==> src/rtl/hprs_params.svh <==
// constants of the host power and reset switch controller
`ifndef HPRS_PARAMS_SVH
`define HPRS_PARAMS_SVH

// ----------------------------------------------------------------
// command and reply codes
// ----------------------------------------------------------------
`define HPRS_CMD_SWITCH_CFG 8'h1C
`define HPRS_RSP_SWITCH_CFG 8'h5C

// ----------------------------------------------------------------
// function mask bit positions
// ----------------------------------------------------------------
`define HPRS_BIT_AUTO_POL 0
`define HPRS_BIT_RESET_INV 1
`define HPRS_BIT_POWER_INV 2
`define HPRS_BIT_BLANK 4
`define HPRS_BIT_KEY_RESET 5
`define HPRS_BIT_KEY_PWR_ON 6
`define HPRS_BIT_KEY_PWR_OFF 7

// ----------------------------------------------------------------
// reset values of the configuration
// ----------------------------------------------------------------
`define HPRS_MASK_RST 8'h00
`define HPRS_LEN_RST 8'h20
`define HPRS_SENSE_SEL_RST 1'b1

// ----------------------------------------------------------------
// synchroniser bit positions
// ----------------------------------------------------------------
`define HPRS_SY_CHECK 0
`define HPRS_SY_CANCEL 1
`define HPRS_SY_SENSE_GPIO 2
`define HPRS_SY_SENSE_HDR 3
`define HPRS_SY_PWR_LINE 4
`define HPRS_SY_RST_LINE 5

// ----------------------------------------------------------------
// timing
// ----------------------------------------------------------------
`define HPRS_CLK_PERIOD_NS 10
`define HPRS_TICK_NS 31250000
`define HPRS_TICK_CYCLES (`HPRS_TICK_NS / `HPRS_CLK_PERIOD_NS)
`define HPRS_TICKS_PER_S 32
`define HPRS_RESET_HOLD_MS 4000
`define HPRS_PWR_ON_PRESS_MS 250
`define HPRS_PWR_OFF_HOLD_MS 4000
`define HPRS_RESET_PULSE_MS 1000
`define HPRS_PWR_PULSE_DEF_MS 1000
`define HPRS_PWR_EXTEND_MS 5000
`define HPRS_RESET_HOLD_TICKS ((`HPRS_RESET_HOLD_MS * `HPRS_TICKS_PER_S + 999) / 1000)
`define HPRS_PWR_ON_PRESS_TICKS ((`HPRS_PWR_ON_PRESS_MS * `HPRS_TICKS_PER_S + 999) / 1000)
`define HPRS_PWR_OFF_HOLD_TICKS ((`HPRS_PWR_OFF_HOLD_MS * `HPRS_TICKS_PER_S + 999) / 1000)
`define HPRS_RESET_PULSE_TICKS ((`HPRS_RESET_PULSE_MS * `HPRS_TICKS_PER_S + 999) / 1000)
`define HPRS_PWR_PULSE_DEF_TICKS ((`HPRS_PWR_PULSE_DEF_MS * `HPRS_TICKS_PER_S + 999) / 1000)
`define HPRS_PWR_EXTEND_TICKS ((`HPRS_PWR_EXTEND_MS * `HPRS_TICKS_PER_S) / 1000)
`define HPRS_SETTLE_CYCLES 2'h3

`endif

==> src/rtl/hprs_pkg.sv <==
// types of the host power and reset switch controller
package hprs_pkg;

  typedef enum logic [2:0] {
    HPRS_IDLE,
    HPRS_RST_PULSE,
    HPRS_PWR_PULSE,
    HPRS_PWR_EXTEND,
    HPRS_BOOT
  } hprs_state_t;

  typedef enum logic [1:0] {
    HPRS_MSG_NONE,
    HPRS_MSG_RESET,
    HPRS_MSG_PWR_ON,
    HPRS_MSG_PWR_OFF
  } hprs_msg_t;

  typedef struct packed {
    logic [5:0] sync1;
    logic [5:0] sync2;
    hprs_state_t st;
    logic [31:0] tick_cnt;
    logic [7:0] hold_cnt;
    logic [8:0] pulse_cnt;
    logic wait_release;
    logic [1:0] settle;
    logic sense_prev;
    logic pwr_idle_lvl;
    logic rst_idle_lvl;
    logic [7:0] cfg_mask;
    logic [7:0] cfg_len;
    logic cfg_sense_sel;
    logic [7:0] boot_mask;
    logic [7:0] boot_len;
    logic boot_sense_sel;
    logic pwr_o;
    logic pwr_oe;
    logic rst_o;
    logic rst_oe;
    logic blank;
    hprs_msg_t msg;
    logic self_reset;
    logic rsp_valid;
    logic [7:0] rsp_type;
    logic cmd_block;
  } hprs_regs_t;

endpackage : hprs_pkg

==> src/rtl/hprs_switch.sv <==
// host power and reset switch controller
`include "hprs_params.svh"

module hprs_switch
  import hprs_pkg::*;
#(
  parameter int TICK_CYCLES = `HPRS_TICK_CYCLES
)
(
  // clock and reset
  input wire logic clk_sys,
  input wire logic rst_n,
  // host command port
  input wire logic cmd_valid,
  input wire logic [7:0] cmd_type,
  input wire logic [1:0] cmd_len,
  input wire logic [7:0] cmd_data0,
  input wire logic [7:0] cmd_data1,
  input wire logic [7:0] cmd_data2,
  input wire logic store_boot_state,
  output logic cmd_block,
  output logic rsp_valid,
  output logic [7:0] rsp_type,
  // keypad and sense pins
  input wire logic key_check,
  input wire logic key_cancel,
  input wire logic sense_gpio,
  input wire logic sense_power_header,
  // host power and reset lines
  input wire logic power_line_in,
  output logic power_line_out,
  output logic power_line_oe,
  input wire logic reset_line_in,
  output logic reset_line_out,
  output logic reset_line_oe,
  // display and device state
  output logic display_blank,
  output logic [1:0] msg_code,
  output logic self_reset,
  output logic [7:0] cfg_mask,
  output logic [7:0] cfg_len,
  output logic cfg_sense_sel
);

  hprs_regs_t q;
  hprs_regs_t next_q;

  logic tick_now;
  logic sense;
  logic check_key;
  logic cancel_key;
  logic rst_act;
  logic pwr_act;
  logic armed;
  logic [7:0] thr;
  logic [8:0] pwr_len;

  // ----------------------------------------------------------------
  // next-state logic
  // ----------------------------------------------------------------
  always_comb
  begin
    next_q = q;
    next_q.sync1 = {reset_line_in, power_line_in, sense_power_header, sense_gpio,
                    key_cancel, key_check};
    next_q.sync2 = q.sync1;
    next_q.rsp_valid = 1'b0;
    next_q.self_reset = 1'b0;

    // 1/32 s time base
    tick_now = (q.tick_cnt == 32'(TICK_CYCLES - 1));
    if (tick_now)
      next_q.tick_cnt = 32'h0;
    else
      next_q.tick_cnt = q.tick_cnt + 32'h1;

    sense = q.cfg_sense_sel ? q.sync2[`HPRS_SY_SENSE_HDR]
                            : q.sync2[`HPRS_SY_SENSE_GPIO];
    check_key = q.sync2[`HPRS_SY_CHECK];
    cancel_key = q.sync2[`HPRS_SY_CANCEL];
    next_q.sense_prev = sense;
    next_q.blank = q.cfg_mask[`HPRS_BIT_BLANK] & ~sense;

    // auto polarity drives against the level the line rests at
    rst_act = q.cfg_mask[`HPRS_BIT_AUTO_POL] ? ~q.rst_idle_lvl
                                             : q.cfg_mask[`HPRS_BIT_RESET_INV];
    pwr_act = q.cfg_mask[`HPRS_BIT_AUTO_POL] ? ~q.pwr_idle_lvl
                                             : q.cfg_mask[`HPRS_BIT_POWER_INV];
    // a zero length is taken as the default pulse
    pwr_len = (q.cfg_len == 8'h00) ? 9'(`HPRS_PWR_PULSE_DEF_TICKS)
                                   : {1'b0, q.cfg_len};

    // ----------------------------------------------------------------
    // host command
    // ----------------------------------------------------------------
    if (cmd_valid && !q.cmd_block && cmd_type == `HPRS_CMD_SWITCH_CFG
        && cmd_len != 2'h0)
    begin
      next_q.cfg_mask = cmd_data0;
      if (cmd_len >= 2'h2)
        next_q.cfg_len = cmd_data1;
      if (cmd_len == 2'h3 && cmd_data2 <= 8'h01)
        next_q.cfg_sense_sel = cmd_data2[0];
      next_q.rsp_valid = 1'b1;
      next_q.rsp_type = `HPRS_RSP_SWITCH_CFG;
    end
    if (store_boot_state)
    begin
      next_q.boot_mask = q.cfg_mask;
      next_q.boot_len = q.cfg_len;
      next_q.boot_sense_sel = q.cfg_sense_sel;
    end

    // ----------------------------------------------------------------
    // keypad arming
    // ----------------------------------------------------------------
    armed = 1'b0;
    thr = 8'h00;
    if (sense && q.cfg_mask[`HPRS_BIT_KEY_RESET] && check_key)
    begin
      armed = 1'b1;
      thr = 8'(`HPRS_RESET_HOLD_TICKS);
    end
    else if (!sense && q.cfg_mask[`HPRS_BIT_KEY_PWR_ON] && check_key)
    begin
      armed = 1'b1;
      thr = 8'(`HPRS_PWR_ON_PRESS_TICKS);
    end
    else if (sense && q.cfg_mask[`HPRS_BIT_KEY_PWR_OFF] && cancel_key)
    begin
      armed = 1'b1;
      thr = 8'(`HPRS_PWR_OFF_HOLD_TICKS);
    end

    // ----------------------------------------------------------------
    // sequencer
    // ----------------------------------------------------------------
    unique case (q.st)
      HPRS_IDLE:
      begin
        if (q.settle != 2'h0)
          next_q.settle = q.settle - 2'h1;
        else
        begin
          // learn resting levels only once the line has stopped moving
          next_q.rst_idle_lvl = q.sync2[`HPRS_SY_RST_LINE];
          next_q.pwr_idle_lvl = q.sync2[`HPRS_SY_PWR_LINE];
        end
        next_q.pulse_cnt = 9'h0;
        if (q.wait_release)
        begin
          next_q.hold_cnt = 8'h0;
          if (!check_key && !cancel_key)
            next_q.wait_release = 1'b0;
        end
        else if (!armed)
          next_q.hold_cnt = 8'h0;
        else if (q.hold_cnt == thr)
        begin
          next_q.hold_cnt = 8'h0;
          next_q.wait_release = 1'b1;
          if (!sense)
          begin
            next_q.st = HPRS_PWR_PULSE;
            next_q.msg = HPRS_MSG_PWR_ON;
          end
          else if (check_key)
          begin
            next_q.st = HPRS_RST_PULSE;
            next_q.msg = HPRS_MSG_RESET;
          end
          else
          begin
            next_q.st = HPRS_PWR_PULSE;
            next_q.msg = HPRS_MSG_PWR_OFF;
          end
        end
        else if (tick_now)
          next_q.hold_cnt = q.hold_cnt + 8'h1;
        // host came up while the device idled on standby power
        if (q.settle == 2'h0 && sense && !q.sense_prev && !armed)
          next_q.st = HPRS_BOOT;
      end
      HPRS_RST_PULSE:
      begin
        if (tick_now)
          next_q.pulse_cnt = q.pulse_cnt + 9'h1;
        if (q.pulse_cnt == 9'(`HPRS_RESET_PULSE_TICKS))
        begin
          next_q.cmd_block = 1'b1;
          next_q.st = HPRS_BOOT;
        end
      end
      HPRS_PWR_PULSE:
      begin
        if (tick_now)
          next_q.pulse_cnt = q.pulse_cnt + 9'h1;
        if (q.pulse_cnt == pwr_len)
        begin
          next_q.pulse_cnt = 9'h0;
          if (q.msg == HPRS_MSG_PWR_ON)
            next_q.st = HPRS_BOOT;
          else if (cancel_key)
            next_q.st = HPRS_PWR_EXTEND;
          else
          begin
            next_q.st = HPRS_IDLE;
            next_q.msg = HPRS_MSG_NONE;
            next_q.settle = `HPRS_SETTLE_CYCLES;
          end
        end
      end
      HPRS_PWR_EXTEND:
      begin
        if (tick_now)
          next_q.pulse_cnt = q.pulse_cnt + 9'h1;
        if (!cancel_key || q.pulse_cnt == 9'(`HPRS_PWR_EXTEND_TICKS))
        begin
          next_q.st = HPRS_IDLE;
          next_q.msg = HPRS_MSG_NONE;
          next_q.settle = `HPRS_SETTLE_CYCLES;
        end
      end
      HPRS_BOOT:
      begin
        next_q.self_reset = 1'b1;
        next_q.cfg_mask = q.boot_mask;
        next_q.cfg_len = q.boot_len;
        next_q.cfg_sense_sel = q.boot_sense_sel;
        next_q.cmd_block = 1'b0;
        next_q.msg = HPRS_MSG_NONE;
        next_q.settle = `HPRS_SETTLE_CYCLES;
        next_q.hold_cnt = 8'h0;
        next_q.st = HPRS_IDLE;
      end
    endcase

    // ----------------------------------------------------------------
    // line drive
    // ----------------------------------------------------------------
    next_q.rst_oe = (next_q.st == HPRS_RST_PULSE);
    next_q.rst_o = next_q.rst_oe & rst_act;
    next_q.pwr_oe = (next_q.st == HPRS_PWR_PULSE)
                    || (next_q.st == HPRS_PWR_EXTEND);
    next_q.pwr_o = next_q.pwr_oe & pwr_act;
  end

  // ----------------------------------------------------------------
  // state register
  // ----------------------------------------------------------------
  always_ff @(posedge clk_sys or negedge rst_n)
  begin
    if (!rst_n)
    begin
      q <= '0;
      q.st <= HPRS_IDLE;
      q.msg <= HPRS_MSG_NONE;
      q.settle <= `HPRS_SETTLE_CYCLES;
      q.pwr_idle_lvl <= 1'b1;
      q.rst_idle_lvl <= 1'b1;
      q.cfg_mask <= `HPRS_MASK_RST;
      q.cfg_len <= `HPRS_LEN_RST;
      q.cfg_sense_sel <= `HPRS_SENSE_SEL_RST;
      q.boot_mask <= `HPRS_MASK_RST;
      q.boot_len <= `HPRS_LEN_RST;
      q.boot_sense_sel <= `HPRS_SENSE_SEL_RST;
    end
    else
      q <= next_q;
  end

  // ----------------------------------------------------------------
  // outputs
  // ----------------------------------------------------------------
  assign cmd_block = q.cmd_block;
  assign rsp_valid = q.rsp_valid;
  assign rsp_type = q.rsp_type;
  assign power_line_out = q.pwr_o;
  assign power_line_oe = q.pwr_oe;
  assign reset_line_out = q.rst_o;
  assign reset_line_oe = q.rst_oe;
  assign display_blank = q.blank;
  assign msg_code = q.msg;
  assign self_reset = q.self_reset;
  assign cfg_mask = q.cfg_mask;
  assign cfg_len = q.cfg_len;
  assign cfg_sense_sel = q.cfg_sense_sel;

endmodule : hprs_switch

==> config.mk <==
export PLATFORM = sky130hd
export DESIGN_NAME = hprs_switch
export DESIGN_NICKNAME = d
export VERILOG_FILES = /design/src/rtl/hprs_pkg.sv /design/src/rtl/hprs_switch.sv
export VERILOG_INCLUDE_DIRS = /design/src /design/src/rtl
export SDC_FILE = /design/constraint.sdc
export NUM_CORES = 1
export LEC_CHECK = 0
export BUFFER_PORTS_ARGS = -buffer_cell sky130_fd_sc_hd__buf_2
export CORE_ASPECT_RATIO = 0.5
export CORE_MARGIN = 4
export CORE_UTILIZATION = 52
export DETAILED_ROUTE_END_ITERATION = 12
export GPL_TIMING_DRIVEN = 0
export PLACE_DENSITY = 0.76
export SLEW_MARGIN = 30
export SYNTH_ARGS = -nofsm -noshare
export SYNTH_HDL_FRONTEND = slang
export SYNTH_SLANG_ARGS = --single-unit
==> constraint.sdc <==
create_clock -name clk_sys -period 2 [get_ports clk_sys]
set_input_delay 0.3 -clock clk_sys [delete_from_list [all_inputs] [get_ports clk_sys]]
set_output_delay 0.3 -clock clk_sys [all_outputs]
set_load 0.005 [all_outputs]
-- After elaboration in Yosys (flattened, before gate mapping)
Cells that the tools add are included.
Widths: inputs -> output; s select.
- register bits: 115
- bits of input ports: 44
- output and inout port bits: 35
- word-level logic and storage cells: 166
- add/sub/neg operators: 4
- $lt $le $gt $ge: 2
- equality and inequality tests: 25
- multiplexer cells: 59
- bitwise operators: 7
- reduce and logical (&&, ||, !) cells: 42
- operators with widths (operator ; number):
    $mux 8 ; 9
    $mux 17 ; 2
    $mux 2 ; 17
    $add 32x1->32 const B ; 1
    $eq 32x22->1 const B ; 1
    $mux 32 ; 1
    $mux 9 ; 3
    $pmux 9 s3 ; 1
    $mux 3 ; 8
    $ne 2x2->1 const B ; 9
    $pmux 2 s4 ; 2
    $pmux 8 s2 ; 1
    $pmux 3 s5 ; 1
    $logic_and 1x1->1 ; 14
    $reduce_bool 2->1 ; 7
    $mux 1 ; 13
    $eq 3x2->1 const B ; 4
    $reduce_and 2->1 ; 5
    $add 9x1->9 const B ; 1
    $eq 9x6->1 const B ; 1
    $eq 9x8->1 ; 1
    $eq 9x8->1 const B ; 1
    $add 8x1->8 const B ; 1
    $eq 8x5->1 const B ; 1
    21 further kinds ; 34

-- Depth between registers and ports, before layout
Gate-level depths: netlist of run 1.
- depth in word-level cells: 15
- depth in mapped cells: 9

-- Worst setup path after synthesis of run 1
No wires, ideal clock.
- path type: register -> register
- start point: reg cfg_sense_sel (netlist name)
- end point: reg q (netlist bit power_line_out)
- arrival time: 1985 ps
- data required time: 1889 ps
- slack: -96 ps
- cell stages (with the launch flop): 8
- clock period less this slack: 2096 ps
- cells stage by stage: dfstp_2 mux2i_1 nand4_1 a21boi_2 o21ai_0 and3_1 buf_2 a2111oi_2
- RTL lines (element ; RTL line ; source):
    end signal, assigned ; hprs_switch.sv:269 ; q <= next_q;
    end, declared ; hprs_switch.sv:45 ; hprs_regs_t q;

==> results.sh, run 1 <==
export IMPL_core_area_sq_mm=0.01048
export IMPL_finalSetupViolations=18
export IMPL_grt_max_degree=85
export IMPL_synth_seq_area_share_pct=50.29
export IMPL_p_clk_share_pct=35.0
export IMPL_clock_path_buffers=2
export IMPL_routed_wl_um=14510
export IMPL_clkTransAtPathRegs_ns=0.06
export IMPL_yosysTopAreaCell="dfrtp_1"
export IMPL_hp_class="in -> reg"
export IMPL_cts_made_buffers=17
export IMPL_synth_edf_count=0
export IMPL_cp_buffers_inverters=2
export IMPL_path_max_fanout=3
export IMPL_worst_slack_ns=-0.2853
export IMPL_grt_pass1_vias=4707
export IMPL_gp_congestion=0.8279
export IMPL_combPwrFrac_pct=29.1
export IMPL_top_level_ports=79
export IMPL_grt_pass1_wl_um=22760
export IMPL_fin_util_pct=72.65
export IMPL_yosys_most_used_dff="dfrtp_1"
export IMPL_synthTopCellsByArea="dfrtp_1 (47%), xor2_1 (4.7%), mux2_2 (4.1%)"
export IMPL_power_density_mw_per_mm2=1167
export IMPL_fmax_mhz=437.6
export IMPL_p_leak_uw=0.003505
export IMPL_rows=26
export IMPL_maxSlewHeadroom_pct=63.16
export IMPL_cts_tree="yes"
export IMPL_max_cap_violations=0
export IMPL_worstPathCellList="inv_2 -> ha_4 -> nor4b_4 -> nor3b_4 -> buf_4 -> nand4_1 -> a32oi_1 -> nand3_2 -> nor4_2"
export IMPL_tns_ns=-2.182
export IMPL_grt_overflow=0
export IMPL_rsz0062_at_grt="yes"
export IMPL_synth_area_sq_mm=0.005742
export IMPL_ys_warnings_count=0
export IMPL_switching_share_pct=31.77
export IMPL_synth_avg_cell_area_sq_um=10.23
export IMPL_fill_cells=712
export IMPL_required_ns=2.29
export IMPL_worst_setup_path_start_kind="flop"
export IMPL_hold_path_depth=3
export IMPL_drt_iter0_markers=338
export IMPL_antenna_found_initial=0
export IMPL_post_drt_via_cell_ratio=5.621
export IMPL_whs_ns=0.1352
export IMPL_start_util_pct=54.81
export IMPL_cpLargestDelayFamily="simple AND/OR/NAND/NOR gates"
export IMPL_synth_async_reset_ratio_pct=100.0
export IMPL_vias=4778
export IMPL_slowest_delay_ns=0.39
export IMPL_worstSetupPathType="reg -> reg"
export IMPL_status="finished, violations left"
export IMPL_drc_errors=0
export IMPL_synth_seq_cells=115
export IMPL_clock_latency_ns=0.41
export IMPL_worstReg2RegStart="q[67]$_DFFE_PN0P_"
export IMPL_peakVddDrop_mv=0.7606
export IMPL_rr_endpoint="reset_line_out$_DFF_PN0_"
export IMPL_power_total_uw=8878
export IMPL_numPortBuffers=73
export IMPL_netlist_top_cells_count="dfrtp_1 (107), nor2_1 (56), nand2_1 (51)"
export IMPL_die_h_um=82.31
export IMPL_tightest_slew_ns=0.5526
export IMPL_sequentialPowerShare_pct=36.0
export IMPL_rrSetupSlack_ns=-0.29
export IMPL_hold_viol_final=0
export IMPL_clock_sinks=115
export IMPL_areaGrowthSynthToFinish_pct=32.53
export IMPL_ys_types=62
export IMPL_h_tree_depth=4
export IMPL_hp_start="cmd_data0[6]"
export IMPL_violations="negative setup slack"
export IMPL_ant_nets=0
export IMPL_finalMaxSlewViolations=0
export IMPL_die_w_um=156.6
export IMPL_finalNetCount=747
export IMPL_synth_most_common_cell="dfrtp_1"
export IMPL_min_to="cfg_mask[6]$_DFFE_PN0P_"
export IMPL_fin_crit_sh_pct=114.3
export IMPL_cp_arrival_ns=2.58
export IMPL_die_area_sq_mm=0.01289
export IMPL_drive_above_1_share_pct=36.48
export IMPL_grt_usage_pct=22.21
export IMPL_clock_skew_ns=0.01245
export IMPL_power_switching_uw=2821
export IMPL_worstSetupEndpointType="flop"
export IMPL_first_pass_iters=5
export IMPL_internal_power_uw=6057
export IMPL_wl_per_cell_um=17.07
export IMPL_antenna_cells=0
export IMPL_period_minus_slack_ns=2.285
export IMPL_synth_cells=561
export IMPL_cp_slowest_cell="dfrtp_1"
export IMPL_root_buffer="clkbuf_16"
export IMPL_reg2reg_depth=9
export IMPL_dp_hpwl_um=8659
export IMPL_synth_top_area_share_pct=46.63
[logic make-up after synthesis]
logic type / synth area share, %
multiplexers: 7.082
flip-flops: 50.29
other: 0.06531
adder cells (fa/ha/maj): 1.307
AO/OA/AOI/OAI: 8.238
buffers and inverters: 5.579
AND/OR/NAND/NOR: 21.18
XOR/XNOR: 6.254
[worst max-delay path by stage]
stage,from,endpoint,slack [ns],cells after the start
6_report,q[67]$_DFFE_PN0P_,reset_line_out$_DFF_PN0_,-0.29,9
4_1_cts,q[75]$_DFF_PN0_,q[74]$_DFFE_PN0P_,-0.15,7
3_3_place_gp,rst_n,rsp_valid$_DFF_PN0_,-0.76,1
5_1_grt,q[68]$_DFFE_PN0P_,reset_line_out$_DFF_PN0_,-0.41,9
3_5_place_dp,cmd_len[1],cfg_len[6]$_DFFE_PN0P_,-0.58,6
2_1_floorplan,cfg_sense_sel$_DFFE_PN1P_,power_line_out$_DFF_PN0_,-0.03,7
[per-stage QoR]
stage               cell area (sq um)  cells  setup slack (ns)
finish                           7610    850           -0.2853
global route                     7610    850           -0.4073
CTS                              7368    837           -0.1538
detailed placement               6379    778           -0.5837
global placement                 6341    777           -0.7561
floorplan                        5801    564          -0.03312
[metal layers]
metal	wire, um	track usage (%)	share of wire (%)
met2	7035	37.22	48
met1	6465	29.00	45
met4	279	7.359	1.9
met3	724	5.206	5.0
met5	0	0	0
[worst reg2reg max path, delay by kind of cell, from the launching register on]
kind | cells | cell delay, ns
AOI/OAI and AO/OA | 1 | 0.27
adders and majority gates | 1 | 0.13
buffers and inverters | 2 | 0.24
DFF | 1 | 0.39
and+or+nand+nor | 5 | 1.15
[power groups by stage]
stage	Clock [uW]	Sequential, uW	Combinational (uW)
3_3_place_gp	0	3190	1950
4_1_cts	3110	3160	2330
6_report	3100	3190	2580
2_1_floorplan	0	3090	1440
3_5_place_dp	0	3220	2020
5_1_grt	3240	3240	2810
[layout by cell type, fill, tap and decap left out, types with 4 or more instances in the layout]
cell type,n
a21oi_1,10
a21oi_2,5
a31oi_1,11
and2_1,4
and3_1,9
and4_1,4
buf_2,76
buf_4,52
buf_6,8
clkbuf_1,8
clkbuf_16,17
clkinv_2,4
clkinvlp_4,4
conb_1,4
dfrtp_1,100
dfrtp_2,7
dfstp_2,8
dlygate4sd3_1,7
ha_1,4
inv_1,11
inv_2,4
mux2_2,21
mux2i_1,16
nand2_1,50
nand2b_1,8
nand3_1,15
nand4_1,26
nor2_1,51
nor2_2,4
nor2b_1,10
nor3_1,10
o21ai_0,14
o21ai_1,6
xnor2_1,9
xor2_1,30
[sequential cells by signal (all words and copies together), names as in the netlist]
| register | flops |
|---|---|
| q | 79 |
| cfg_len | 8 |
| cfg_mask | 8 |
| next_q | 6 |
| msg_code | 2 |
| cancel_key | 1 |
| cfg_sense_sel | 1 |
| check_key | 1 |
| cmd_block | 1 |
| display_blank | 1 |
| power_line_oe | 1 |
| power_line_out | 1 |
| reset_line_oe | 1 |
| reset_line_out | 1 |
| rsp_type | 1 |
| rsp_valid | 1 |
| self_reset | 1 |
[final cells by class]
cell class / count / area [sq um] / area share [%]
tap: 140 / 175.2 / 2.302
clock buffer: 19 / 442.9 / 5.820
clock inverter: 13 / 161.4 / 2.121
buffer: 39 / 256.5 / 3.371
inverter: 16 / 61.31 / 0.8057
timing repair buffer: 116 / 772.0 / 10.14
sequential: 115 / 2897 / 38.06
multi-input combinational: 392 / 2844 / 37.37
[what timing repair did]
| action | 4_1_cts | 5_1_grt |
|---|---|---|
| gates cloned | 0 | 2 |
| gates resized for setup | 45 | 34 |
| hold buffers | 7 | 0 |
| setup endpoints to repair | 60 | 58 |
| endpoints found under the hold margin | 37 | 0 |
| buffers inserted | 21 | 13 |
| pin swaps | 23 | 10 |
No activity file was read; power rests on OpenSTA's default activity.
==> inputs of run 2 (changes only) <==
BUFFER_PORTS_ARGS = -buffer_cell sky130_fd_sc_hd__buf_4   (was -buffer_cell sky130_fd_sc_hd__buf_2)
SKIP_LAST_GASP = 1   (was default)
==> results.sh, run 2 (same netlist as run 1, synthesis figures left out) <==
export IMPL_status="finished, violations left"
export IMPL_violations="negative setup slack"
export IMPL_vias=4762
export IMPL_worstReg2RegStart="cfg_sense_sel$_DFFE_PN1P_"
export IMPL_dp_hpwl_um=8841
export IMPL_grt_pass1_vias=4776
export IMPL_fin_util_pct=74.33
export IMPL_slowest_delay_ns=0.57
export IMPL_die_w_um=156.6
export IMPL_root_buffer="clkbuf_16"
export IMPL_antenna_found_initial=0
export IMPL_fmax_mhz=462.4
export IMPL_die_h_um=82.31
export IMPL_finalMaxSlewViolations=0
export IMPL_max_cap_violations=0
export IMPL_maxSlewHeadroom_pct=61.92
export IMPL_hold_viol_final=0
export IMPL_reg_largest_list="q: 79 flops, cfg_len: 8 flops, cfg_mask: 8 flops"
export IMPL_min_to="cfg_mask[1]$_DFFE_PN0P_"
export IMPL_first_pass_iters=4
export IMPL_cts_tree="yes"
export IMPL_fin_cells=854
export IMPL_worstPathCellList="mux2i_4 -> nand4_1 -> a21boi_4 -> a21oi_2 -> a211o_1 -> inv_2 -> buf_6 -> nor3_4"
export IMPL_post_drt_via_cell_ratio=5.576
export IMPL_multiInputGateArea_sq_mm=0.002863
export IMPL_drc_errors=0
export IMPL_worst_slack_ns=-0.1626
export IMPL_wl_per_cell_um=16.52
export IMPL_rr_endpoint="reset_line_oe$_DFF_PN0_"
export IMPL_clock_path_buffers=2
export IMPL_register_area_sq_mm=0.002895
export IMPL_rsz0062_at_grt="yes"
export IMPL_ant_nets=0
export IMPL_required_ns=2.30
export IMPL_fill_cells=701
export IMPL_clkTransAtPathRegs_ns=0.06
export IMPL_core_area_sq_mm=0.01048
export IMPL_routed_wl_um=14110
export IMPL_period_minus_slack_ns=2.163
export IMPL_worstSetupPathType="reg -> reg"
export IMPL_hold_path_depth=3
export IMPL_drive_above_1_share_pct=37.39
export IMPL_path_max_fanout=5
export IMPL_whs_ns=0.1463
export IMPL_grt_pass1_wl_um=23160
export IMPL_cts_made_buffers=17
export IMPL_largest_reg_flops=79
export IMPL_tightest_slew_ns=0.5711
export IMPL_grt_max_degree=85
export IMPL_final_common_cell="buf_4"
export IMPL_finalSetupViolations=15
export IMPL_worstSetupEndpointType="flop"
export IMPL_rows=26
export IMPL_cpLargestDelayFamily="compound AO/OA/AOI/OAI gates"
export IMPL_gp_congestion=0.8426
export IMPL_reg2reg_depth=8
export IMPL_drt_iter0_markers=400
export IMPL_final_cell_mix="buf_4 (125), dfrtp_1 (101), nor2_1 (53)"
export IMPL_top_level_ports=79
export IMPL_dp_cells=778
export IMPL_clock_sinks=115
export IMPL_die_area_sq_mm=0.01289
export IMPL_cp_slowest_cell="dfstp_2"
export IMPL_p_leak_uw=0.003549
export IMPL_fin_crit_sh_pct=108.1
export IMPL_peakVddDrop_mv=0.6158
export IMPL_hp_start="cmd_data0[1]"
export IMPL_start_util_pct=54.81
export IMPL_cp_buffers_inverters=2
export IMPL_clock_latency_ns=0.42
export IMPL_finalNetCount=751
export IMPL_rrSetupSlack_ns=-0.16
export IMPL_clock_skew_ns=0.009854
export IMPL_power_total_uw=8657
export IMPL_power_density_mw_per_mm2=1112
export IMPL_areaGrowthSynthToFinish_pct=35.61
export IMPL_antenna_cells=0
export IMPL_h_tree_depth=4
export IMPL_worst_setup_path_start_kind="flop"
export IMPL_top_register="q"
export IMPL_grt_usage_pct=22.94
export IMPL_cp_arrival_ns=2.46
export IMPL_numPortBuffers=73
export IMPL_grt_overflow=0
export IMPL_hp_class="in -> reg"
## run 2: layout make-up
type | count | share of cell area [%]
flip-flops and latches | 115 | 37.18
multi-input cells | 392 | 36.77
repair buffers | 119 | 12.63
clock buffers | 17 | 5.464
plain buffers | 40 | 3.342
well taps | 140 | 2.250
clock inverters | 15 | 1.543
inverters | 16 | 0.8195
## run 2: per-layer routing
layer	GRT usage (%)	vias to the layer above	wire, um
li1	-	2248	-
met1	30.26	2359	6336
met2	37.86	141	6824
met3	5.414	14	802
met4	7.879	0	148
met5	0	-	0
## run 2: worst max path at each step
stage                              startpoint                  endpoint  slack (ns)  cells after the start
floorplan           cfg_sense_sel$_DFFE_PN1P_  power_line_out$_DFF_PN0_       -0.03                      7
global placement                   cmd_len[1]    cfg_len[6]$_DFFE_PN0P_       -0.53                      6
detailed placement                 cmd_len[1]    cfg_len[7]$_DFFE_PN0P_       -0.56                      6
CTS                         q[67]$_DFFE_PN0P_  reset_line_out$_DFF_PN0_       -0.11                     10
global route                  q[75]$_DFF_PN0_         q[73]$_DFFE_PN0P_       -0.27                      9
finish              cfg_sense_sel$_DFFE_PN1P_   reset_line_oe$_DFF_PN0_       -0.16                      8
## run 2: tightest hold or removal path, delay by kind of cell
family / cells / cell delay [ns]
buffers and inverters: 1 / 0.11
AND/OR/NAND/NOR: 1 / 0.05
AO/OA/AOI/OAI: 1 / 0.07
## run 2: metrics by stage
step,TNS [ns],worst slack (ns),instance area [sq um]
6_report,-1.071,-0.1626,7786
2_1_floorplan,-0.06196,-0.03312,5801
4_1_cts,-0.7921,-0.1092,7515
5_1_grt,-3.651,-0.2670,7786
3_5_place_dp,-14.43,-0.5640,6559
3_3_place_gp,-12.80,-0.5326,6524
## run 2: repair_timing
action,CTS,global route
cloned,0,2
resized for setup,42,49
setup endpoints to repair,60,59
hold buffers,7,0
hold endpoints to repair,37,0
setup buffers,27,12
pin swaps,19,25
## run 2: power by group
| group | switching (uW) | internal (uW) |
|---|---|---|
| logic | 1280 | 1390 |
| clock network | 1190 | 1610 |
| registers | 380 | 2810 |
